===== src/hdl/btg_pkg.sv =====
// Shared constants and types of the badge terminal guidance block
// Operation
// - Ready lamp lit while a badge can be taken, off once fully inserted.
// - Wait lamp stays lit after a read until the host marks it processed.
// - When the wait lamp goes off, the ready lamp comes on next.
// - Wait lamp never lit while an operator fault is present; outside normal position the fault is ignored and a held wait lamp stays lit.
// - Operator fault lights the error lamp; the badge must be reinserted. Outside the normal position faults are ignored.
// - Three-position key switch selects normal, maintenance or supervisor behaviour.
// - Maintenance position starts one pass of the resident diagnostics.
// - Supervisor position qualifies user tasks or cycles diagnostics continuously.
// - Time of day shown as four digits, hours and minutes, 24-hour.
// - Each badge read is captured and handed to the host.
// - Multi-reader variant lights arrow and badge prompt together.
package btg_pkg;
	localparam int APB_AW = 8;
	localparam int INT_W = 4;
	localparam logic [7:0] OFF_CTRL = 8'h00;
	localparam logic [7:0] OFF_TIME = 8'h04;
	localparam logic [7:0] OFF_BADGE = 8'h08;
	localparam logic [7:0] OFF_STATUS = 8'h0C;
	localparam logic [7:0] OFF_INT_STAT = 8'h10;
	localparam logic [7:0] OFF_INT_MASK = 8'h14;
	localparam int CTRL_DONE = 0;
	localparam int CTRL_CYCLE = 1;
	localparam int INT_BADGE = 0;
	localparam int INT_FAULT = 1;
	localparam int INT_TIME = 2;
	localparam int INT_DIAG = 3;
	localparam int STAT_STATE_LSB = 0;
	localparam int STAT_KEY_LSB = 2;
	localparam int STAT_LAMP_LSB = 4;
	localparam int STAT_DIAG = 9;
	localparam int STAT_TASK = 10;
	localparam logic [15:0] TIME_RESET = 16'h0000;
	localparam logic [3:0] INT_MASK_RESET = 4'h0;
	localparam logic CYCLE_RESET = 1'b0;
	localparam logic [31:0] RDATA_RESET = 32'h0000_0000;
	localparam logic [3:0] HOUR_TENS_MAX = 4'h2;
	localparam logic [3:0] HOUR_UNITS_MAX_TWENTY = 4'h3;
	localparam logic [3:0] MIN_TENS_MAX = 4'h5;
	localparam logic [3:0] DIGIT_MAX = 4'h9;

	typedef enum logic [1:0] {
		btgReady = 2'b00,
		btgRead = 2'b01,
		btgWait = 2'b11,
		btgError = 2'b10
	} btg_state_type;

	typedef enum logic [1:0] {
		keyNormalPosition = 2'b00,
		keyMaintenancePosition = 2'b01,
		keySupervisorPosition = 2'b10
	} btg_key_type;

	typedef enum logic {
		dgIdle = 1'b0,
		dgRun = 1'b1
	} btg_diag_state_type;

	typedef struct packed {
		logic psel;
		logic penable;
		logic pwrite;
		logic [APB_AW-1:0] paddr;
		logic [31:0] pwdata;
	} btg_apb_req_type;

	typedef struct packed {
		logic ready;
		logic waitInd;
		logic error;
		logic arrow;
		logic prompt;
	} btg_lamp_type;
endpackage


===== src/hdl/btg_time_display.sv =====
// Time-of-day holding register with 24-hour digit check
`timescale 1ns/100ps
module btg_time_display
	import btg_pkg::*;
(
	input wire logic clk,
	input wire logic resetn,
	input wire logic timeWr,
	input wire logic [15:0] timeIn,
	output logic [15:0] timeDigits,
	output logic timeReject
);
	typedef struct packed {
		logic [15:0] digits;
		logic reject;
	} btg_time_type;
	btg_time_type st, next_st;

	function automatic logic timeValid(input logic [15:0] t);
		logic ok;
		ok = (t[15:12] <= HOUR_TENS_MAX) && (t[11:8] <= DIGIT_MAX);
		ok = ok && !(t[15:12] == HOUR_TENS_MAX && t[11:8] > HOUR_UNITS_MAX_TWENTY);
		ok = ok && (t[7:4] <= MIN_TENS_MAX) && (t[3:0] <= DIGIT_MAX);
		return ok;
	endfunction

	always_comb begin
		next_st = st;
		next_st.reject = 1'b0;
		if (timeWr) begin
			if (timeValid(timeIn))
				next_st.digits = timeIn;
			else
				next_st.reject = 1'b1;
		end
	end

	always_ff @(posedge clk) begin
		if (!resetn) begin
			st.digits <= TIME_RESET;
			st.reject <= 1'b0;
		end else begin
			st <= next_st;
		end
	end

	assign timeDigits = st.digits;
	assign timeReject = st.reject;
endmodule


===== src/hdl/btg_diag_seq.sv =====
// Diagnostic run control from the key switch position
`timescale 1ns/100ps
module btg_diag_seq
	import btg_pkg::*;
(
	input wire logic clk,
	input wire logic resetn,
	input wire logic [1:0] keySwitch,
	input wire logic cycle,
	input wire logic diagDone,
	output logic diagStart,
	output logic diagActive,
	output logic taskQualify,
	output logic diagEvt
);
	typedef struct packed {
		btg_diag_state_type state;
		logic ran;
		logic start;
		logic evt;
	} btg_diag_type;
	btg_diag_type st, next_st;
	logic inMaint, inSuper, wantDiag;

	assign inMaint = keySwitch == keyMaintenancePosition;
	assign inSuper = keySwitch == keySupervisorPosition;
	assign wantDiag = inMaint || (inSuper && cycle);

	always_comb begin
		next_st = st;
		next_st.start = 1'b0;
		next_st.evt = 1'b0;
		if (!inMaint)
			next_st.ran = 1'b0;
		case (st.state)
			dgIdle: begin
				if (wantDiag && !(inMaint && st.ran)) begin
					next_st.start = 1'b1;
					next_st.state = dgRun;
				end
			end
			dgRun: begin
				if (!wantDiag) begin
					next_st.state = dgIdle;
				end else if (diagDone) begin
					next_st.evt = 1'b1;
					if (inSuper) begin
						next_st.start = 1'b1;
					end else begin
						next_st.state = dgIdle;
						next_st.ran = 1'b1;
					end
				end
			end
			default: next_st.state = dgIdle;
		endcase
	end

	always_ff @(posedge clk) begin
		if (!resetn) begin
			st.state <= dgIdle;
			st.ran <= 1'b0;
			st.start <= 1'b0;
			st.evt <= 1'b0;
		end else begin
			st <= next_st;
		end
	end

	assign diagStart = st.start;
	assign diagActive = st.state == dgRun;
	assign diagEvt = st.evt;
	assign taskQualify = inSuper && !cycle;
endmodule


===== src/hdl/btg_guidance_ctrl.sv =====
// Badge terminal guidance control with APB registers
//
// The register addresses and the APB slave port were left to the implementer.
`timescale 1ns/100ps
module btg_guidance_ctrl
	import btg_pkg::*;
#(
	parameter int BADGE_W = 32,
	parameter bit MULTI_READER = 1'b0
) (
	input wire logic clk,
	input wire logic resetn,
	input wire btg_apb_req_type apbReq,
	output logic pready,
	output logic [31:0] prdata,
	output logic pslverr,
	input wire logic [1:0] keySwitch,
	input wire logic badgeFull,
	input wire logic badgeFault,
	input wire logic badgeValid,
	input wire logic [BADGE_W-1:0] badgeData,
	input wire logic diagDone,
	output btg_lamp_type lamps,
	output logic [15:0] timeDigits,
	output logic diagStart,
	output logic diagActive,
	output logic taskQualify,
	output logic irq
);
	typedef struct packed {
		btg_state_type state;
		logic prevFull;
		logic [BADGE_W-1:0] badge;
		logic [INT_W-1:0] intStat;
		logic [INT_W-1:0] intMask;
		logic cycle;
		btg_lamp_type lamps;
		logic [31:0] rdData;
	} btg_main_type;
	btg_main_type st, next_st;

	logic setup;
	logic access;
	logic wrAccess;
	logic rdIntAccess;
	logic ackWr;
	logic timeWr;
	logic inNormal;
	logic mapped;
	logic faultEvt;
	logic badgeEvt;
	logic timeReject;
	logic diagEvt;
	logic [INT_W-1:0] intSet;
	logic [INT_W-1:0] intClr;
	logic [31:0] statusWord;

	// APB phases
	assign setup = apbReq.psel && !apbReq.penable;
	assign access = apbReq.psel && apbReq.penable;
	assign wrAccess = access && apbReq.pwrite;
	assign rdIntAccess = access && !apbReq.pwrite && apbReq.paddr == OFF_INT_STAT;
	assign ackWr = wrAccess && apbReq.paddr == OFF_CTRL && apbReq.pwdata[CTRL_DONE];
	assign timeWr = wrAccess && apbReq.paddr == OFF_TIME;

	always_comb begin
		case (apbReq.paddr)
			OFF_CTRL, OFF_TIME, OFF_BADGE, OFF_STATUS: mapped = 1'b1;
			OFF_INT_STAT, OFF_INT_MASK: mapped = 1'b1;
			default: mapped = 1'b0;
		endcase
	end

	// Badge handling only in normal position
	assign inNormal = keySwitch == keyNormalPosition;
	assign faultEvt = inNormal && badgeFault;
	assign badgeEvt = inNormal && !badgeFault && st.state == btgRead && badgeValid;

	always_comb begin
		intSet = '0;
		intSet[INT_BADGE] = badgeEvt;
		intSet[INT_FAULT] = faultEvt;
		intSet[INT_TIME] = timeReject;
		intSet[INT_DIAG] = diagEvt;
	end

	// Read clears only bits latched at setup
	assign intClr = rdIntAccess ? st.rdData[INT_W-1:0] : '0;

	always_comb begin
		statusWord = '0;
		statusWord[STAT_STATE_LSB +: 2] = st.state;
		statusWord[STAT_KEY_LSB +: 2] = keySwitch;
		statusWord[STAT_LAMP_LSB +: 5] = st.lamps;
		statusWord[STAT_DIAG] = diagActive;
		statusWord[STAT_TASK] = taskQualify;
	end

	always_comb begin
		next_st = st;
		next_st.prevFull = badgeFull;
		case (st.state)
			btgReady: begin
				if (inNormal && badgeFull && !st.prevFull)
					next_st.state = btgRead;
			end
			btgRead: begin
				if (badgeValid) begin
					next_st.badge = badgeData;
					next_st.state = btgWait;
				end else if (!badgeFull) begin
					next_st.state = btgReady;
				end
			end
			btgWait: begin
				if (ackWr)
					next_st.state = btgReady;
			end
			btgError: begin
				if (!badgeFull)
					next_st.state = btgReady;
			end
			default: next_st.state = btgReady;
		endcase
		if (faultEvt)
			next_st.state = btgError;
		else if (!inNormal && st.state != btgWait)
			next_st.state = btgReady;

		// Ready lamp off on full insertion
		next_st.lamps.ready = next_st.state == btgReady && inNormal && !badgeFull;
		next_st.lamps.waitInd = next_st.state == btgWait;
		next_st.lamps.error = next_st.state == btgError;
		next_st.lamps.arrow = MULTI_READER && next_st.lamps.ready;
		next_st.lamps.prompt = MULTI_READER && next_st.lamps.ready;

		// Sticky status, set wins over clear
		next_st.intStat = (st.intStat & ~intClr) | intSet;

		if (wrAccess && apbReq.paddr == OFF_INT_MASK)
			next_st.intMask = apbReq.pwdata[INT_W-1:0];
		if (wrAccess && apbReq.paddr == OFF_CTRL)
			next_st.cycle = apbReq.pwdata[CTRL_CYCLE];

		if (setup) begin
			case (apbReq.paddr)
				OFF_CTRL: next_st.rdData = 32'(st.cycle) << CTRL_CYCLE;
				OFF_TIME: next_st.rdData = 32'(timeDigits);
				OFF_BADGE: next_st.rdData = 32'(st.badge);
				OFF_STATUS: next_st.rdData = statusWord;
				OFF_INT_STAT: next_st.rdData = 32'(st.intStat);
				OFF_INT_MASK: next_st.rdData = 32'(st.intMask);
				default: next_st.rdData = RDATA_RESET;
			endcase
		end
	end

	always_ff @(posedge clk) begin
		if (!resetn) begin
			st.state <= btgReady;
			st.prevFull <= 1'b0;
			st.badge <= '0;
			st.intStat <= '0;
			st.intMask <= INT_MASK_RESET;
			st.cycle <= CYCLE_RESET;
			st.lamps <= '0;
			st.rdData <= RDATA_RESET;
		end else begin
			st <= next_st;
		end
	end

	assign pready = 1'b1;
	assign pslverr = access && !mapped;
	assign prdata = st.rdData;
	assign lamps = st.lamps;
	assign irq = |(st.intStat & st.intMask);

	btg_time_display u_time (
		.clk(clk),
		.resetn(resetn),
		.timeWr(timeWr),
		.timeIn(apbReq.pwdata[15:0]),
		.timeDigits(timeDigits),
		.timeReject(timeReject)
	);

	btg_diag_seq u_diag (
		.clk(clk),
		.resetn(resetn),
		.keySwitch(keySwitch),
		.cycle(st.cycle),
		.diagDone(diagDone),
		.diagStart(diagStart),
		.diagActive(diagActive),
		.taskQualify(taskQualify),
		.diagEvt(diagEvt)
	);
endmodule


===== config.mk =====
export PLATFORM = sky130hd
export DESIGN_NAME = btg_guidance_ctrl
export DESIGN_NICKNAME = d
export VERILOG_FILES = /design/src/hdl/btg_pkg.sv /design/src/hdl/btg_time_display.sv /design/src/hdl/btg_diag_seq.sv /design/src/hdl/btg_guidance_ctrl.sv
export SDC_FILE = /design/constraint.sdc
export NUM_CORES = 1
export LEC_CHECK = 0
export BUFFER_PORTS_ARGS = -buffer_cell sky130_fd_sc_hd__buf_4
export CELL_PAD_IN_SITES_DETAIL_PLACEMENT = 1
export CELL_PAD_IN_SITES_GLOBAL_PLACEMENT = 1
export CORE_MARGIN = 3
export CORE_UTILIZATION = 34
export DETAILED_ROUTE_END_ITERATION = 8
export PLACE_DENSITY_LB_ADDON = 0.25
export SLEW_MARGIN = 25
export SYNTH_ARGS = -nofsm -noshare
export SYNTH_HDL_FRONTEND = slang
export SYNTH_HIERARCHICAL = 1
export SYNTH_SLANG_ARGS = --single-unit

===== constraint.sdc =====
create_clock -name clk -period 1.8 [get_ports clk]
set_clock_uncertainty 0.05 [all_clocks]
set_input_delay 0.09 -clock clk [delete_from_list [all_inputs] [get_ports clk]]
set_output_delay 0.09 -clock clk [all_outputs]
set_load 0.05 [all_outputs]

-- After elaboration in Yosys (flattened, before gate mapping)
Index checks and enable logic that the tools add are counted.
- magnitude comparators: 5
- eq/ne operators: 14
- bitwise gates (word level): 5
- reduce and logical (&&, ||, !) cells: 49
- muxes and demuxes: 21
- operators with widths (kind ; count):
    $pmux 32 s6 ; 1
    $logic_and 1x1->1 ; 28
    $eq 8x4->1 const B ; 2
    $eq 8x5->1 const B ; 2
    $mux 2 ; 7
    $eq 2x2->1 const B ; 5
    $logic_not 1->1 ; 10
    $and 4x4->4 ; 2
    $eq 8x3->1 const B ; 1
    $le 4x4->1 const B ; 2
    $logic_not 8->1 ; 1
    $mux 4 ; 2
    $pmux 2 s4 ; 1
    $mux 1 ; 7
    $logic_not 2->1 ; 3
    $reduce_and 2->1 ; 3
    $reduce_or 6->1 ; 1
    $eq 2x1->1 const B ; 2
    $eq 4x2->1 const B ; 1
    $gt 4x2->1 const B ; 1
    $le 4x2->1 const B ; 1
    $le 4x3->1 const B ; 1
    $not 4->4 ; 1
    $or 4x4->4 ; 1
    other kinds (7) ; 8
- flip-flop bits (word level): 102
- input bits: 83

-- Longest topological paths before layout
- word-level depth: 11
- gate-level depth with buffers: 9
- depth with buffers taken out: 5

-- Hierarchy
The synthesis kept the hierarchy.
- modules (own cells, without submodules) (module ; cells each ; area each (sq um) ; instances):
    btg_guidance_ctrl ; 437 ; 3652.3 ; 1
    btg_time_display ; 71 ; 708.2 ; 1
    btg_diag_seq ; 18 ; 178.9 ; 1

-- Worst setup path before layout
OpenSTA, ideal clock, no wires.
- path type: reg2reg
- start point: register, netlist name st[37]
- end point: register st (netlist bit prdata[10])
- slack: -0.459 ns
- path buffers: 0
- data arrival time: 2.138 ns
- period minus slack after synthesis: 2.259 ns
- library setup time: 0.070 ns
- cell stages (with the launch flop): 6
- required time: 1.680 ns
- cell sequence: dfxtp_1 nor3b_1 mux2_2 a22o_1 nand3_1 a21oi_1
- longest elaborated chain between the ends: 3
- ends and longest elaborated chain (what ; RTL line ; text):
    $logic_not 1->1 ; btg_diag_seq.sv:73 ; assign taskQualify = inSuper && !cycle;
    $logic_and 1x1->1 ; btg_diag_seq.sv:73 ;
    net taskQualify ; btg_guidance_ctrl.sv:27 ; output logic taskQualify,
    $pmux 32 s6 ; btg_guidance_ctrl.sv:146 ; case (apbReq.paddr)
    end signal: assignment ; btg_guidance_ctrl.sv:169 ; st <= next_st;
    end: declaration ; btg_guidance_ctrl.sv:40 ; btg_main_type st, next_st;
The timed path passes the listed nets, and every way through them passes these cells.
A chain may end at the register's enable or synchronous reset.

-- Final worst setup path
- start point: input apbReq[6] (netlist bit)
- end point: register u_time.st (netlist bit u_time/timeDigits[7])
- longest elaborated chain between the ends: 4
- ends and longest elaborated chain (what ; RTL line ; text):
    start: declaration ; btg_guidance_ctrl.sv:13 ; input wire btg_apb_req_type apbReq,
    $le 4x3->1 ; btg_time_display.sv:23 ; ok = ok && (t[7:4] <= MIN_TENS_MAX) && (t[3:0] <= DIGIT_MAX);
    $logic_and 1x1->1 (2 in a row) ; btg_time_display.sv:23 ;
    $reduce_and 2->1 (no source line) ; - ;
    end signal: assignment ; btg_time_display.sv:43 ; st <= next_st;
    end: declaration ; btg_time_display.sv:17 ; btg_time_type st, next_st;
No other way between the ends.

==> run metrics <==
cts bufs inserted=9; final slew viol count=0; Die Y=122 microns; Die ar.=14800 sq um; peak supply drop=0.420 mV; die width=122 microns; ant diodes=0; Hold WC Path Type=input pin to register; GRT Overall Usage=19.0%; Reg2Reg Setup Slack=310 ps; Slowest cell on crit path=dlygate4sd3_1; Distinct cells, synth=46; vias per cell=about 5; Syn Area/Cell=8.63 sq um; crit path time final=1660 ps; area leader, netlist=dfxtp_1; residual DRC count=0; Lkg Pwr=2.47 nW; Async SR Flop Fraction=0%; first-pass GRT wire length=22000 microns; # port buffers=122; postcts setup bufs=0; Synth Cell Area=4540 sq um; Max Freq=601 MHz; CTS clk-pin slew, worst paths=70 ps; worst setup margin=137 ps; GRT Residual Overflow=0; post-route cell area=6160 sq um; area grow syn2layout=35.8%; initial antenna violation count=0; dominant cells by area after synthesis=dfxtp_1 44%, nand2_1 9.0%, buf_4 6.4%; Power Total=0.00469 W; Reg2Reg Depth=5; drt total wl=14000 microns; share of layout cells above drive strength 1=29.7%; Antenna Nets Post-Route=0; Yosys warnings=6; Fillers=1493; RSZ-0062 raised after global routing=no; crit-path cells=dlygate4sd3_1 -> buf_4 -> a2111oi_4 -> and4_1 -> buf_12 -> and3b_2; CTS Sinks=100; Final Cycle Share=92.4%; EDFF count, synth=0; CP Launch Type=input pin; largest fanout on the critical path=12; Longest Clk Path Bufs=2; Gate Count Post-Synth=526; crit-path leading delay family=buffers and inverters; Placer Congestion=0.840; drt wl/cell=16.9 microns; Fin. Hold Viols=0; clock root cell=clkbuf_16; number of global-route vias before repair=4278; crit-path max cell delay=530 ps; uppermost layer routed=met4; Setup-failing EPs final=0; dominant synthesized flop cell=dfxtp_1; hold depth=3; Max Cap Viol=0; Worst Path Required=1990 ps; met2 routed wirelength=6760 microns; DP Wirelength=roughly 9800 microns; number of H-tree levels=3; routed length on met1=6420 microns; IO Count=142; largest net degree at the start of global routing=33; Crit path buffers/inverters=3; Worst setup EP type=register; pwr/cell area=760 nW/um^2; core area=12800 sq um; footprint of the multi-input gates=about 2100 sq um; routed vias=a little over 4000; clk_lat worst skew=340 ps; Site Rows=41; Initial Util=35.4%; DRT Pass-1 Iters=4; status=finished clean; wire length on met3=581 microns; Yosys top cell area share=44.1%; 1st-iter DRT viols=206; Setup WS pre-CTS=-94.3 ps; Post-DP Area=5390 sq um; Final Net Count=731; synthesis-stage register bit count=100; CTS tree=built; CP arrival=around 1900 ps; register area=2000 sq um; Stages on worst setup path=6; part of the Yosys area used for sequential elements=between 40% and 50%; CP Class=input pin to register
through the flow:
stage / TNS, ps / hold slack [ps] / std cells / util (%)
floorplan: -908 / 117 / 527 / -
finish: 0 / 17.1 / 825 / 48.1
global placement: -357 / 263 / 762 / 42.0
CTS: 0 / 8.08 / 825 / 48.0
global route: 0 / 41.7 / 825 / 48.1
detailed placement: -932 / 268 / 762 / 42.0
state kept, by name (all words and copies together) (netlist names):
| signal | cells |
|---|---|
| st | 44 |
| u_time/timeDigits | 16 |
| u_time/timeReject | 1 |
| u_diag/diagActive | 1 |
| u_diag/diagStart | 1 |
| u_diag/st | 1 |
| u_diag/diagEvt | 1 |
| lamps | 3 |
| prdata | 32 |
report_power, final:
part	leakage [nW]	switching [W]	internal (W)	total (W)
Clock	0.147	0.000868	0.00109	0.00196
Sequential	0.807	0.0000143	0.00223	0.00224
Combinational	1.52	0.000251	0.000239	0.000490
cell type report:
| type | count | share of cell area [%] |
|---|---|---|
| Timing Repair Buffer | 184 | 25.3 |
| Tap cell | 172 | 3.49 |
| Multi-Input combinational cell | 348 | 33.5 |
| Inverter | 5 | 0.305 |
| Clock buffer | 9 | 3.65 |
| Sequential cell | 100 | 32.5 |
| Clock inverter | 7 | 1.20 |
repair_timing:
item                       4_1_cts  5_1_grt
gates resized for setup          0        1
hold buffers                    47        0
setup endpoints to repair        0       15
hold endpoints to repair        53        0
placed cells by master, fill, tap and decap left out, types with 7 or more instances in the layout:
master and n:
mux2i_1 23, buf_4 132, o21ai_0 10, mux2_2 8, nand3_1 20, a21oi_1 53
nand2_1 109, dlygate4sd3_1 47, nor2_1 24, clkbuf_16 9, a22oi_2 10, a22o_1 12
a31oi_1 7, a22oi_1 11, dfxtp_1 100, nor2_2 11
worst reg2reg max path: cells and delay by family, from the launching register on:
family                 cells  cell delay [ps]
and+or+nand+nor            3              570
AOI/OAI and AO/OA          1               80
buffers and inverters      1              260
DFF                        1              430
logic make-up after synthesis:
family	Yosys count	synth area share, %
flops	100	44.1
compound gates	113	17.2
simple gates	200	20.4
other cells	2	0.165
buf+inv	79	10.8
mux	32	7.39
synth_stat cells (all sizes together) (2+ instances only):
| cell | instances |
|---|---|
| nand2 | 109 |
| dfxtp | 100 |
| a21oi | 53 |
| buf | 49 |
| nor2 | 35 |
| clkbuf | 25 |
| mux2i | 23 |
| a22oi | 21 |
| nand3 | 20 |
| a22o | 12 |
| o21ai | 10 |
| mux2 | 9 |
| a31oi | 7 |
| and3 | 5 |
| inv | 5 |
| nor2b | 5 |
| nor3 | 5 |
| nor3b | 4 |
| and2 | 3 |
| and3b | 3 |
| o21a | 3 |
| and4 | 2 |
| conb | 2 |
| nand2b | 2 |
| nand4 | 2 |
| o32ai | 2 |
path summary, 6_finish.rpt:
path                                        endpoint  startpoint
worst max-delay path            u_time/timeDigits[7]   apbReq[6]
worst min-delay path               u_time/timeReject   apbReq[7]
worst max register to register                st[64]      st[79]
worst min register to register                st[56]      st[56]
per-layer routing:
layer / track usage (%) / vias up
met4: 5.60 / 0
met1: 25.2 / 1980
met3: 3.39 / 16
li1: - / 2009
met2: 31.6 / 102
met5: 0 / -
Power figures use the tool's default switching activity.
